<file path="src/rtl/lpst_regs.svh">
`ifndef LPST_REGS_SVH
`define LPST_REGS_SVH

// ************************************************************
// strap codes for the pixel shift clock divider
// ************************************************************
`define LPST_STRAP_DIV4       2'h0
`define LPST_STRAP_DIV8       2'h1
`define LPST_STRAP_DIV16      2'h2
`define LPST_STRAP_RSVD       2'h3

// ************************************************************
// divider terminal counts (period minus one) and half points
// ************************************************************
`define LPST_DIV4_LAST        4'h3
`define LPST_DIV8_LAST        4'h7
`define LPST_DIV16_LAST       4'hF
`define LPST_DIV4_HALF        4'h2
`define LPST_DIV8_HALF        4'h4
`define LPST_DIV16_HALF       4'h8

// ************************************************************
// scan geometry and timing counts
// ************************************************************
`define LPST_GROUP_LAST       4'hF
`define LPST_GAP_LAST         2'h1
`define LPST_SAVE_FRAMES_LAST 1'h1

// ************************************************************
// reset values
// ************************************************************
`define LPST_RST_DATA         4'h0
`define LPST_RST_DIV_CNT      4'h0

`endif

</file>
<file path="src/rtl/lpst_pkg.sv">
package lpst_pkg;

  // ************************************************************
  // types shared by the scan timing files
  // ************************************************************

  // one column word as it travels through the buffer
  typedef struct packed {
    logic [3:0] data;
  } lpst_word_t;

  // panel geometry from the system configuration command, minus-one coded
  typedef struct packed {
    logic [7:0] groups_m1;
    logic [8:0] lines_m1;
    logic [7:0] bias_lines_m1;
  } lpst_geom_t;

  // line sequencer states
  typedef enum logic [1:0] {
    LPST_IDLE  = 2'b00,
    LPST_SHIFT = 2'b01,
    LPST_LATCH = 2'b10,
    LPST_GAP   = 2'b11
  } lpst_state_t;

endpackage

</file>
<file path="src/rtl/lpst_scan.sv">
`include "lpst_regs.svh"

// Behaviour
// - column data leaves on four parallel bits
// - drivers capture data on shift clock fall
// - shift pulses per line are multiples of sixteen
// - shift clock idles from latch to next line
// - enable-chain clock falling edge advances cascade
// - chain clock pulses on every sixteenth shift
// - latch pulse moves shift registers to outputs
// - latch acts on falling edge, once per line
// - bias output toggles at configured line period
// - row clock falling edge captures frame pulse
// - frame pulse high only on last line
// - row clock steps frame pulse once per line
// - display-off high while drive is active
// - power save drops display-off within two frames
// - strap pins pick divide by four, eight, sixteen
// - reset clears state, outputs go inactive
module lpst_scan (
  input  wire logic                 core_clk_i,
  input  wire logic                 rst_i,
  input  wire logic [1:0]           shift_divider_straps_i,
  input  wire lpst_pkg::lpst_geom_t geom_i,
  input  wire logic                 display_on_cmd_i,
  input  wire logic                 power_save_cmd_i,
  input  wire lpst_pkg::lpst_word_t pix_word_i,
  input  wire logic                 pix_valid_i,
  output logic                      pix_ready_o,
  output logic [3:0]                column_data_out_o,
  output logic                      pixel_shift_clock_o,
  output logic                      column_enable_chain_clock_o,
  output logic                      line_latch_pulse_o,
  output logic                      backplane_bias_toggle_o,
  output logic                      row_shift_clock_o,
  output logic                      frame_pulse_out_o,
  output logic                      display_off_out_o
);

  // ************************************************************
  // strap synchroniser
  // ************************************************************
  logic [1:0] strap_meta_r;
  logic [1:0] strap_sync_r;

  // straps may move during operation, so they cross like any pin
  always_ff @(posedge core_clk_i) begin
    if (rst_i) begin
      strap_meta_r <= `LPST_STRAP_DIV4;
      strap_sync_r <= `LPST_STRAP_DIV4;
    end else begin
      strap_meta_r <= shift_divider_straps_i;
      strap_sync_r <= strap_meta_r;
    end
  end

  // ************************************************************
  // shift period divider
  // ************************************************************
  logic rise_en;
  logic fall_en;

  lpst_div u_div (
    .core_clk_i (core_clk_i),
    .rst_i      (rst_i),
    .strap_i    (strap_sync_r),
    .rise_en_o  (rise_en),
    .fall_en_o  (fall_en)
  );

  // ************************************************************
  // column word buffer
  // ************************************************************
  lpst_pkg::lpst_word_t buf_word;
  logic                 buf_valid;
  logic                 buf_pop;

  lpst_buf2 u_buf (
    .core_clk_i  (core_clk_i),
    .rst_i       (rst_i),
    .in_word_i   (pix_word_i),
    .in_valid_i  (pix_valid_i),
    .in_ready_o  (pix_ready_o),
    .out_word_o  (buf_word),
    .out_valid_o (buf_valid),
    .out_ready_i (buf_pop)
  );

  // ************************************************************
  // sequencer state
  // ************************************************************
  lpst_pkg::lpst_state_t state_r;
  lpst_pkg::lpst_state_t state_nxt;
  logic [3:0]            bit_cnt_r;
  logic [7:0]            group_cnt_r;
  logic [8:0]            line_cnt_r;
  logic [7:0]            bias_cnt_r;
  logic [1:0]            gap_cnt_r;
  logic                  active_r;
  logic                  save_pend_r;
  logic                  save_seen_r;

  // ************************************************************
  // decode
  // ************************************************************
  logic in_shift;
  logic in_latch;
  logic in_gap;
  logic in_idle;
  logic group_end;
  logic line_end_pulse;
  logic gap_done;
  logic last_line;
  logic frame_end;
  logic bias_wrap;
  logic next_last;
  logic [8:0] line_nxt;
  logic save_stop;

  assign in_idle   = (state_r == lpst_pkg::LPST_IDLE);
  assign in_shift  = (state_r == lpst_pkg::LPST_SHIFT);
  assign in_latch  = (state_r == lpst_pkg::LPST_LATCH);
  assign in_gap    = (state_r == lpst_pkg::LPST_GAP);

  // a pulse is only emitted when a word is ready; a starved buffer
  // stretches the line instead of sending stale data
  assign buf_pop   = rise_en & in_shift & buf_valid;
  assign group_end = (bit_cnt_r == `LPST_GROUP_LAST);
  // line ends only at a full group boundary
  assign line_end_pulse = buf_pop & group_end & (group_cnt_r == geom_i.groups_m1);
  assign gap_done  = rise_en & in_gap & (gap_cnt_r == `LPST_GAP_LAST);
  assign last_line = (line_cnt_r == geom_i.lines_m1);
  assign frame_end = gap_done & last_line;
  assign line_nxt  = last_line ? 9'h000 : 9'(line_cnt_r + 9'h001);
  assign next_last = (line_nxt == geom_i.lines_m1);
  assign bias_wrap = (bias_cnt_r == geom_i.bias_lines_m1);
  // the frame end that drops drive also parks the sequencer, so no line runs blanked
  assign save_stop = frame_end & save_pend_r & (save_seen_r == `LPST_SAVE_FRAMES_LAST)
                     & ~display_on_cmd_i & ~power_save_cmd_i;

  // next state of the line sequencer
  always_comb begin
    state_nxt = state_r;
    case (state_r)
      lpst_pkg::LPST_IDLE: begin
        if (rise_en & active_r) begin
          state_nxt = lpst_pkg::LPST_SHIFT;
        end
      end
      lpst_pkg::LPST_SHIFT: begin
        if (line_end_pulse) begin
          state_nxt = lpst_pkg::LPST_LATCH;
        end
      end
      lpst_pkg::LPST_LATCH: begin
        if (rise_en) begin
          state_nxt = lpst_pkg::LPST_GAP;
        end
      end
      lpst_pkg::LPST_GAP: begin
        if (gap_done) begin
          state_nxt = (active_r & ~save_stop) ? lpst_pkg::LPST_SHIFT : lpst_pkg::LPST_IDLE;
        end
      end
      default: begin
        state_nxt = lpst_pkg::LPST_IDLE;
      end
    endcase
  end

  // ************************************************************
  // counters
  // ************************************************************

  // shift pulses within a group and groups within a line
  always_ff @(posedge core_clk_i) begin
    if (rst_i | in_idle) begin
      bit_cnt_r   <= 4'h0;
      group_cnt_r <= 8'h00;
    end else if (buf_pop) begin
      bit_cnt_r   <= 4'(bit_cnt_r + 4'h1);
      group_cnt_r <= group_end ? ((group_cnt_r == geom_i.groups_m1) ? 8'h00
                                  : 8'(group_cnt_r + 8'h01)) : group_cnt_r;
    end
  end

  // gap periods with the shift clock parked low
  always_ff @(posedge core_clk_i) begin
    if (rst_i | ~in_gap) begin
      gap_cnt_r <= 2'h0;
    end else if (rise_en) begin
      gap_cnt_r <= 2'(gap_cnt_r + 2'h1);
    end
  end

  // line within frame; restarts at line 0 from idle
  always_ff @(posedge core_clk_i) begin
    if (rst_i | in_idle) begin
      line_cnt_r <= 9'h000;
    end else if (gap_done) begin
      line_cnt_r <= line_nxt;
    end
  end

  // ************************************************************
  // sequencer and panel strobes
  // ************************************************************
  always_ff @(posedge core_clk_i) begin
    if (rst_i) begin
      state_r                     <= lpst_pkg::LPST_IDLE;
      column_data_out_o           <= `LPST_RST_DATA;
      pixel_shift_clock_o         <= 1'b0;
      column_enable_chain_clock_o <= 1'b0;
      line_latch_pulse_o          <= 1'b0;
      row_shift_clock_o           <= 1'b0;
      frame_pulse_out_o           <= 1'b0;
    end else begin
      state_r <= state_nxt;
      // new word with the rising edge, stable over the fall
      if (buf_pop) begin
        column_data_out_o           <= buf_word.data;
        pixel_shift_clock_o         <= 1'b1;
        column_enable_chain_clock_o <= group_end;
      end else if (fall_en) begin
        pixel_shift_clock_o         <= 1'b0;
        column_enable_chain_clock_o <= 1'b0;
      end
      // latch and row clock share one half period, fall acts
      if (rise_en & in_latch) begin
        line_latch_pulse_o <= 1'b1;
        row_shift_clock_o  <= 1'b1;
      end else if (fall_en) begin
        line_latch_pulse_o <= 1'b0;
        row_shift_clock_o  <= 1'b0;
      end
      // frame pulse moves only at line start, far from the row clock fall
      if (rise_en & in_idle & active_r) begin
        frame_pulse_out_o <= (geom_i.lines_m1 == 9'h000);
      end else if (gap_done) begin
        frame_pulse_out_o <= active_r & next_last;
      end
      // blanked panel sees quiet data lines
      if (in_idle) begin
        column_data_out_o <= `LPST_RST_DATA;
      end
    end
  end

  // ************************************************************
  // backplane bias
  // ************************************************************

  // toggles every configured number of lines, counted at line end
  always_ff @(posedge core_clk_i) begin
    if (rst_i) begin
      bias_cnt_r              <= 8'h00;
      backplane_bias_toggle_o <= 1'b0;
    end else if (gap_done) begin
      bias_cnt_r <= bias_wrap ? 8'h00 : 8'(bias_cnt_r + 8'h01);
      if (bias_wrap) begin
        backplane_bias_toggle_o <= ~backplane_bias_toggle_o;
      end
    end
  end

  // ************************************************************
  // display on / power save
  // ************************************************************

  // power save waits for two frame ends: the first may come at once,
  // so the second guarantees at least one whole frame, at most two
  always_ff @(posedge core_clk_i) begin
    if (rst_i) begin
      active_r    <= 1'b0;
      save_pend_r <= 1'b0;
      save_seen_r <= 1'b0;
    end else if (display_on_cmd_i) begin
      active_r    <= 1'b1;
      save_pend_r <= 1'b0;
      save_seen_r <= 1'b0;
    end else if (power_save_cmd_i) begin
      save_pend_r <= active_r;
      save_seen_r <= 1'b0;
    end else if (frame_end & save_pend_r) begin
      if (save_seen_r == `LPST_SAVE_FRAMES_LAST) begin
        active_r    <= 1'b0;
        save_pend_r <= 1'b0;
      end else begin
        save_seen_r <= 1'b1;
      end
    end
  end

  // level follows drive state one cycle later
  always_ff @(posedge core_clk_i) begin
    if (rst_i) begin
      display_off_out_o <= 1'b0;
    end else begin
      display_off_out_o <= active_r;
    end
  end

endmodule

</file>
<file path="src/rtl/lpst_buf2.sv">
module lpst_buf2 (
  input  wire logic               core_clk_i,
  input  wire logic               rst_i,
  input  wire lpst_pkg::lpst_word_t in_word_i,
  input  wire logic               in_valid_i,
  output logic                    in_ready_o,
  output lpst_pkg::lpst_word_t    out_word_o,
  output logic                    out_valid_o,
  input  wire logic               out_ready_i
);

  // ************************************************************
  // two-entry store
  // ************************************************************
  lpst_pkg::lpst_word_t mem_r [0:1];
  logic                 wr_ptr_r;
  logic                 rd_ptr_r;
  logic [1:0]           cnt_r;
  logic [1:0]           cnt_nxt;
  logic                 push;
  logic                 pop;
  logic                 ready_r;
  logic                 valid_r;

  // handshakes use registered flags so both sides see flop outputs
  assign push        = in_valid_i & ready_r;
  assign pop         = out_ready_i & valid_r;
  assign cnt_nxt     = 2'(cnt_r + {1'b0, push} - {1'b0, pop});
  assign in_ready_o  = ready_r;
  assign out_valid_o = valid_r;
  assign out_word_o  = mem_r[rd_ptr_r];

  // pointers, fill level and flags
  always_ff @(posedge core_clk_i) begin
    if (rst_i) begin
      wr_ptr_r <= 1'b0;
      rd_ptr_r <= 1'b0;
      cnt_r    <= 2'h0;
      ready_r  <= 1'b0;
      valid_r  <= 1'b0;
    end else begin
      wr_ptr_r <= wr_ptr_r ^ push;
      rd_ptr_r <= rd_ptr_r ^ pop;
      cnt_r    <= cnt_nxt;
      ready_r  <= (cnt_nxt != 2'h2);
      valid_r  <= (cnt_nxt != 2'h0);
    end
  end

  // data entries need no reset
  always_ff @(posedge core_clk_i) begin
    if (push) begin
      mem_r[wr_ptr_r] <= in_word_i;
    end
  end

endmodule

</file>
<file path="src/rtl/lpst_div.sv">
`include "lpst_regs.svh"

module lpst_div (
  input  wire logic       core_clk_i,
  input  wire logic       rst_i,
  input  wire logic [1:0] strap_i,
  output logic            rise_en_o,
  output logic            fall_en_o
);

  // ************************************************************
  // strap decode
  // ************************************************************

  // reserved code runs at the slowest rate, the safest for the drivers
  function automatic logic [3:0] last_of(input logic [1:0] s);
    case (s)
      `LPST_STRAP_DIV4: last_of = `LPST_DIV4_LAST;
      `LPST_STRAP_DIV8: last_of = `LPST_DIV8_LAST;
      default:          last_of = `LPST_DIV16_LAST;
    endcase
  endfunction

  function automatic logic [3:0] half_of(input logic [1:0] s);
    case (s)
      `LPST_STRAP_DIV4: half_of = `LPST_DIV4_HALF;
      `LPST_STRAP_DIV8: half_of = `LPST_DIV8_HALF;
      default:          half_of = `LPST_DIV16_HALF;
    endcase
  endfunction

  // ************************************************************
  // period counter
  // ************************************************************
  logic [3:0] cnt_r;
  logic       wrap;

  // >= so a strap change mid-period never strands the counter
  assign wrap = (cnt_r >= last_of(strap_i));

  always_ff @(posedge core_clk_i) begin
    if (rst_i) begin
      cnt_r     <= `LPST_RST_DIV_CNT;
      rise_en_o <= 1'b0;
      fall_en_o <= 1'b0;
    end else begin
      cnt_r     <= wrap ? 4'h0 : 4'(cnt_r + 4'h1);
      rise_en_o <= wrap;
      fall_en_o <= (cnt_r == 4'(half_of(strap_i) - 4'h1));
    end
  end

endmodule

</file>
<file path="config.mk">
export PLATFORM = sky130hd
export DESIGN_NAME = lpst_scan
export DESIGN_NICKNAME = d
export VERILOG_FILES = /design/src/rtl/lpst_pkg.sv /design/src/rtl/lpst_scan.sv /design/src/rtl/lpst_buf2.sv /design/src/rtl/lpst_div.sv
export VERILOG_INCLUDE_DIRS = /design/src /design/src/rtl
export SDC_FILE = /design/constraint.sdc
export NUM_CORES = 1
export LEC_CHECK = 0
export BUFFER_PORTS_ARGS = -buffer_cell sky130_fd_sc_hd__buf_4
export CORE_MARGIN = 2
export CORE_UTILIZATION = 57
export DETAILED_ROUTE_END_ITERATION = 10
export HOLD_SLACK_MARGIN = 0.08
export PLACE_DENSITY_LB_ADDON = 0.3
export SYNTH_ARGS = -nofsm -noshare
export SYNTH_HDL_FRONTEND = slang
export SYNTH_SLANG_ARGS = --single-unit
export TNS_END_PERCENT = 100
</file>
<file path="constraint.sdc">
create_clock -name core_clk_i -period 2.7 [get_ports core_clk_i]
set_clock_uncertainty 0.05 [all_clocks]
set_input_delay 0.27 -clock core_clk_i [delete_from_list [all_inputs] [get_ports core_clk_i]]
set_output_delay 0.27 -clock core_clk_i [all_outputs]
set_load 0.1 [all_outputs]
</file>
==> summary.txt, run 1 <==
Timing
  – Fin. Hold Viols: 0
  – Final Max Slew Viols: 0
  – Unrepaired setup endpoints after global routing: no
  – Setup TNS: 0 ns
  – Tcrit/Tclk final: about nine tenths
  – Final Setup Violations: 0
  – Max-slew headroom: 64.7%
  – Final min period: 2.41 ns
  – Worst hold margin: a little under 0.09 ns
  – Measured slew at the worst slew-check pin: 0.525 ns
  – Peak Freq: slightly above 400 MHz

Die
  – Initial Util: 59.5%
  – Die Width: 83.1 µm
  – Die H: 83.1 µm
  – Core Rows: 28
  – # IOs: between 40 and 50
  – Core area: 5990 µm²
  – Die area: just under 7000 µm²

Placement
  – # port buffers: 47
  – Placed insts: 493
  – Post-DP HPWL: between 4 and 5 mm
  – Routability Congestion: 0.942

Critical path
  – Slowest cell on crit path: dlygate4sd3_1
  – Critical Path Max Stage Delay: 0.58 ns
  – Cell Chain, Critical Path: xnor2_1 -> nand4_1 -> nor3_4 -> buf_4 -> a31oi_1 -> nor4_1 -> dlygate4sd3_1
  – Flop-to-flop setup slack: 0.29 ns
  – Worst setup path start: line_cnt_r[2]
  – Crit path max fanout: 9
  – CP required: 2.94 ns
  – R2R depth: 7
  – CP top delay family: buffers and inverters
  – Crit path capture: save_seen_r
  – Crit path DAT: approximately 2.7 ns
  – Levels on crit path: 7
  – Buffers & Inverters on Critical Path: 2
  – CP endpoint kind: register
  – CP Launch Type: register
  – Worst r2r dst: save_seen_r
  – Critical R2R Launch: line_cnt_r[2]
  – Crit path kind: reg -> reg

Synthesis
  – Synth cell types: 52
  – Sequential share of the synthesized area: 41.6%
  – Post-synth EDFFs: 8
  – Yosys Warn Count: 0
  – Commonest cells in the netlist: 62 x dfxtp_1, 45 x nor2_1, 30 x nand2_1
  – Top_reg_cell synth: dfxtp_1
  – Post-Syn Area: 3560 µm²
  – Seq cells post-synth: 70
  – Top cells by area, synth: dfxtp_1 35%, xnor2_1 7.1%, edfxtp_1 6.7%
  – Yosys top cell by area: dfxtp_1
  – Synthesized net count: ~440
  – Count leader, synth: dfxtp_1
  – Synth Instances: 384
  – Avg Synthesized Cell Area: between 9 and 10 µm²
  – Async set-reset flop share out of synthesis: 0%
  – Synth top area share: 34.8%

Layout
  – Share of cells above drive strength 1: 19.1%
  – Layout area overhead: 18.5%
  – Ant. Diodes: 0
  – Finished Layout Cells: 521
  – Layout net count: 493

Detailed routing
  – Via count: about 2800
  – Via density: around 5.4
  – Drt initial violations: 148
  – Number of routed nets with antenna violations: 0
  – DRT Wirelength: a little under 7 mm
  – Initial DRT Pass Iterations: 4
  – Routed WL per cell: approximately 13 µm
  – # DRC: 0

Power and ir drop
  – Maximum vdd drop: 0.456 mV
  – Power Density: 470 nW/µm²
  – Leakage: approximately 1.6 nW
  – Power, Total: 1.98 mW

Min path
  – Worst hold path type: in -> reg

Clock network
  – CTS buffer count: 9
  – Deepest clock path buffer count: 2
  – Reg clk slew, reported paths: roughly 0.07 ns
  – CTS root buf: clkbuf_8
  – Skew-Pair Late Insertion Delay: 0.35 ns
  – CTS resizes: 0
  – Sink Count: 70
  – H-tree Lvls: 3
  – CTS tree: done

Status
  – Outcome: finished clean

GRT
  – Pin count of the biggest net entering global routing: 27
  – Grt ovf: 0
  – First-pass GRT wire length: around 12 mm
  – Vias in the first global route: 2688
  – Total GRT Usage: 20.5%
  – Initial antenna violation count: 0

Flow run
  – Max-cap viol count: 0
[report_power, final]
part           switching (mW)  internal (mW)  leakage [nW]
clock network           0.373          0.327        0.0829
registers              0.0210           1.08         0.576
logic                  0.0914         0.0915         0.975
[layout make-up]
type / count / area [µm²]
multi-input cells: 281 / 1940
fillers: 483 / 1770
flip-flops and latches: 70 / 1480
repair buffers: 63 / 490
clock buffers: 11 / 131
well taps: 75 / 93.8
inverters: 16 / 60.1
clock inverters: 5 / 27.5
[through the flow]
stage                     util [%]  worst slack (ns)  instance area (µm²)
after floorplan                  -             0.423                 3560
after global placement        66.0             0.542                 3960
after detailed placement      66.0             0.482                 3960
after CTS                     69.8             0.212                 4180
after global routing          70.5            0.0355                 4220
final                         70.5             0.285                 4220
[layout by cell type, fill, tap and decap left out, types with 3 or more instances in the layout]
cell type / Yosys / layout
buf_4: 5 / 56
edfxtp_1: 8 / 8
xnor2_1: 29 / 29
nand3b_1: 4 / 4
nor2b_1: 7 / 7
a31oi_1: 3 / 3
nand3_1: 9 / 9
inv_1: 16 / 16
a21oi_1: 17 / 17
ha_1: 16 / 16
dfxtp_1: 62 / 62
xor2_1: 23 / 23
or2_2: 3 / 3
and3_1: 5 / 5
mux2i_1: 9 / 9
o21ai_1: 4 / 4
nand2_1: 30 / 30
nand3_2: 3 / 3
nor2_1: 45 / 45
clkbuf_8: 0 / 9
o21ai_0: 6 / 6
a22oi_1: 3 / 3
nand2b_1: 5 / 5
nor3_1: 4 / 4
dlygate4sd3_1: 0 / 7
nand4_1: 14 / 14
clkinv_2: 0 / 4
nor3_4: 3 / 3
a211oi_1: 7 / 7
nor4_1: 5 / 5
or3_1: 3 / 3
[metal layers]
metal | vias up | GRT usage, % | routed length (µm)
li1 | 1443 | - | -
met1 | 1319 | 27.3 | 3310
met2 | 46 | 33.2 | 3220
met3 | 8 | 5.07 | 264
met4 | 0 | 5.81 | 65
met5 | - | 0 | 0
[registers in the layout, indices dropped and copies added, names as in the netlist, 4 cells and up]
signal,cells
column_data_out_o,4
bias_cnt_r,8
bit_cnt_r,4
u_buf.mem_r,8
line_cnt_r,9
u_div.cnt_r,4
group_cnt_r,8
[worst min path at each step]
stage | startpoint | endpoint | slack [ns] | depth (start not counted)
3_3_place_gp | strap_meta_r[0] | strap_sync_r[0] | 0.37 | 1
6_report | shift_divider_straps_i[1] | strap_meta_r[1] | 0.09 | 2
5_1_grt | shift_divider_straps_i[1] | strap_meta_r[1] | 0.09 | 2
3_5_place_dp | strap_meta_r[0] | strap_sync_r[0] | 0.38 | 1
2_1_floorplan | display_on_cmd_i | save_seen_r | 0.30 | 1
4_1_cts | shift_divider_straps_i[1] | strap_meta_r[1] | 0.08 | 2
[worst register-to-register path: stages, from the launching register on]
cell	delay, ns
dfxtp_1	0.52
xnor2_1	0.16
nand4_1	0.16
nor3_4	0.40
buf_4	0.21
a31oi_1	0.09
nor4_1	0.19
dlygate4sd3_1	0.58
[cells by family after synthesis]
logic type                 synth area share [%]
muxes                                      2.53
DFF                                        41.6
AOI/OAI and AO/OA                          9.90
adders and majority gates                  5.62
xor gates and xnor gates                   14.3
and+or+nand+nor                            22.0
buffers and inverters                      4.07
[timing repair]
action,in CTS,in global routing
buffers inserted,0,5
setup endpoints to repair,0,1
hold endpoints to repair,10,0
hold buffers,7,0
Power figures use the tool's default switching activity.
==> inputs of run 2 (changes only) <==
--- a/config.mk
+++ b/config.mk
@@ -9,9 +9,12 @@
 export BUFFER_PORTS_ARGS = -buffer_cell sky130_fd_sc_hd__buf_4
 export CORE_MARGIN = 2
 export CORE_UTILIZATION = 57
+export CTS_BUF_LIST = sky130_fd_sc_hd__clkbuf_16
+export CTS_CLUSTER_SIZE = 25
 export DETAILED_ROUTE_END_ITERATION = 10
 export HOLD_SLACK_MARGIN = 0.08
 export PLACE_DENSITY_LB_ADDON = 0.3
+export RECOVER_POWER = 100
 export SYNTH_ARGS = -nofsm -noshare
 export SYNTH_HDL_FRONTEND = slang
 export SYNTH_SLANG_ARGS = --single-unit
==> summary.txt, run 2 (synthesized netlist as in run 1, its figures left out) <==
Placement
  – Routability Congestion: 0.942 (unchanged)
  – # port buffers: 47 (unchanged)
  – Post-DP HPWL: 4.97 mm (unchanged)
  – Dpl cell area: 3960 µm² (unchanged)

Critical path
  – CP endpoint kind: register (unchanged)
  – Crit path max fanout: 6 (was 9)
  – Flop-to-flop setup slack: 0.41 ns (was 0.29 ns)
  – Crit path kind: reg -> reg (unchanged)
  – Crit path DAT: 2.45 ns (was 2.65 ns)
  – CP required: 2.86 ns (was 2.94 ns)
  – Critical Path Max Stage Delay: 0.39 ns (was 0.58 ns)
  – CP Launch Type: register (unchanged)
  – Slowest cell on crit path: dfxtp_1 (was dlygate4sd3_1)
  – Cell Chain, Critical Path: inv_1 -> ha_1 -> nand3_1 -> inv_1 -> ha_1 -> inv_1 -> ha_1 -> xnor2_1 -> nor2_1 -> or2_2 (was xnor2_1 -> nand4_1 -> nor3_4 -> buf_4 -> a31oi_1 -> nor4_1 -> dlygate4sd3_1)

Die
  – Die area: 6900 µm² (unchanged)
  – Initial Util: 59.5% (unchanged)
  – Core area: 5990 µm² (unchanged)
  – # IOs: 48 (unchanged)
  – Die H: 83.1 µm (unchanged)
  – Die Width: 83.1 µm (unchanged)
  – Core Rows: 28 (unchanged)

GRT
  – Met1 Usage GRT: 27.3% (about the same)
  – Total GRT Usage: 21.0% (was 20.5%)
  – Initial antenna violation count: 0 (unchanged)
  – Grt ovf: 0 (unchanged)
  – First-pass GRT wire length: 11.9 mm (was 11.8 mm)
  – Pin count of the biggest net entering global routing: 27 (unchanged)
  – Met3 Usage GRT: 5.07% (unchanged)
  – Vias in the first global route: 2719 (was 2688)
  – Met2 usage: 34.5% (was 33.2%)
  – Most used routing layer: met2 (unchanged)

Detailed routing
  – Initial DRT Pass Iterations: 5 (was 4)
  – Via count: 2822 (was 2816)
  – DRT Wirelength: 7.02 mm (was 6.87 mm)
  – Drt initial violations: 158 (was 148)
  – Via density: 5.50 (was 5.40)
  – Number of routed nets with antenna violations: 0 (unchanged)
  – # DRC: 0 (unchanged)
  – Routed WL per cell: 13.7 µm (was 13.2 µm)

Layout
  – Final Cell Area: 4190 µm² (was 4220 µm²)
  – Max FFs per register: 9 (unchanged)
  – Ant. Diodes: 0 (unchanged)
  – Multi-input logic area: 1930 µm² (was 1940 µm²)
  – Most frequent cells in the layout: 62 x dfxtp_1, 46 x nor2_1, 32 x buf_4 (was 62 x dfxtp_1, 56 x buf_4, 45 x nor2_1)
  – Fill cells: 479 (was 483)
  – Layout area overhead: 17.6% (was 18.5%)
  – Biggest register: line_cnt_r (unchanged)
  – Layout net count: 485 (was 493)
  – Commonest non-fill, non-tap cell in the layout: dfxtp_1 (unchanged)
  – Share of cells above drive strength 1: 14.2% (was 19.1%)
  – Seq. cell area: 1480 µm² (unchanged)

Timing
  – Measured slew at the worst slew-check pin: 1.17 ns (was 0.525 ns)
  – Tcrit/Tclk final: 84.8% (was 89.4%)
  – Unrepaired setup endpoints after global routing: no (unchanged)
  – Final min period: 2.29 ns (was 2.41 ns)
  – Peak Freq: 437 MHz (was 414 MHz)
  – Setup TNS: 0 ns (unchanged)
  – Max-slew headroom: 22.1% (was 64.7%)
  – Fin. Hold Viols: 0 (unchanged)
  – Final Setup Violations: 0 (unchanged)
  – Final Max Slew Viols: 0 (unchanged)

Clock network
  – Deepest clock path buffer count: 2 (unchanged)
  – CTS buffer count: 9 (unchanged)
  – Sink Count: 70 (unchanged)
  – CTS tree: done (unchanged)
  – Hold Buf Count CTS: 4 (was 7)
  – Post-CTS Setup Inserts: 0 (unchanged)
  – CTS root buf: clkbuf_16 (was clkbuf_8)
  – CTS resizes: 0 (unchanged)
  – Skew-Pair Late Insertion Delay: 0.33 ns (was 0.35 ns)
  – Reg clk slew, reported paths: 0.06 ns (was 0.07 ns)
  – H-tree Lvls: 3 (unchanged)

Power and ir drop
  – Power, Total: 2.30 mW (was 1.98 mW)
  – Leakage: 1.58 nW (was 1.63 nW)
  – Maximum vdd drop: 0.399 mV (was 0.456 mV)
  – Power Density: 550 nW/µm² (was 470 nW/µm²)

Min path
  – Worst hold path type: in -> reg (unchanged)

Status
  – Outcome: finished clean (unchanged)

Flow run
  – Max-cap viol count: 0 (unchanged)
run 2: cell types whose count changed in the layout (fill, tap and decap cells not counted), moves of 4 or more:
cell | before | now
clkbuf_1 | 2 | 15
buf_4 | 56 | 32
clkbuf_8 | 9 | 0
clkbuf_16 | 0 | 9
clkbuf_4 | 0 | 4
run 2: path summary, 6_finish.rpt:
path	from	cells past startpoint	endpoint
min	display_on_cmd_i	2	save_seen_r
max	state_r[1]	10	u_buf.out_valid_o
min reg2reg	strap_meta_r[0]	1	strap_sync_r[0]
max reg2reg	state_r[1]	10	u_buf.out_valid_o
run 2: metal layers:
layer	wire [µm]	vias up
li1	-	1437
met1	3200	1311
met2	3400	67
met3	360	7
met4	63	0
met5	0	-
run 2: power breakdown:
| group | internal (mW) | switching, mW |
|---|---|---|
| clock network | 0.607 | 0.418 |
| registers | 1.08 | 0.0202 |
| logic | 0.0862 | 0.0912 |
| total | 1.77 | 0.529 |
run 2: area by class of cell:
type / count / area share, %
well taps: 75 / 2.24
repair buffers: 55 / 8.75
clock buffers: 9 / 5.37
clock inverters: 7 / 0.836
multi-input cells: 281 / 46.0
inverters: 16 / 1.43
flip-flops and latches: 70 / 35.4
run 2: metrics by stage:
stage / hold slack, ns / util [%] / worst slack [ns] / cells
after detailed placement: 0.379 / 66.0 / 0.482 / 493
final: 0.0882 / 69.9 / 0.411 / 513
after global routing: 0.0908 / 69.9 / 0.234 / 513
after CTS: 0.0858 / 71.0 / 0.455 / 513
after floorplan: 0.296 / - / 0.423 / 384
after global placement: 0.369 / 66.0 / 0.542 / 493
run 2: worst max-delay path: cells and delay by family (launching register included):
kind / cells / cell delay, ns
adder cells (fa/ha/maj): 3 / 0.68
AND/OR/NAND/NOR: 3 / 0.64
flip-flops: 1 / 0.39
buffers and inverters: 3 / 0.21
XOR/XNOR: 1 / 0.21
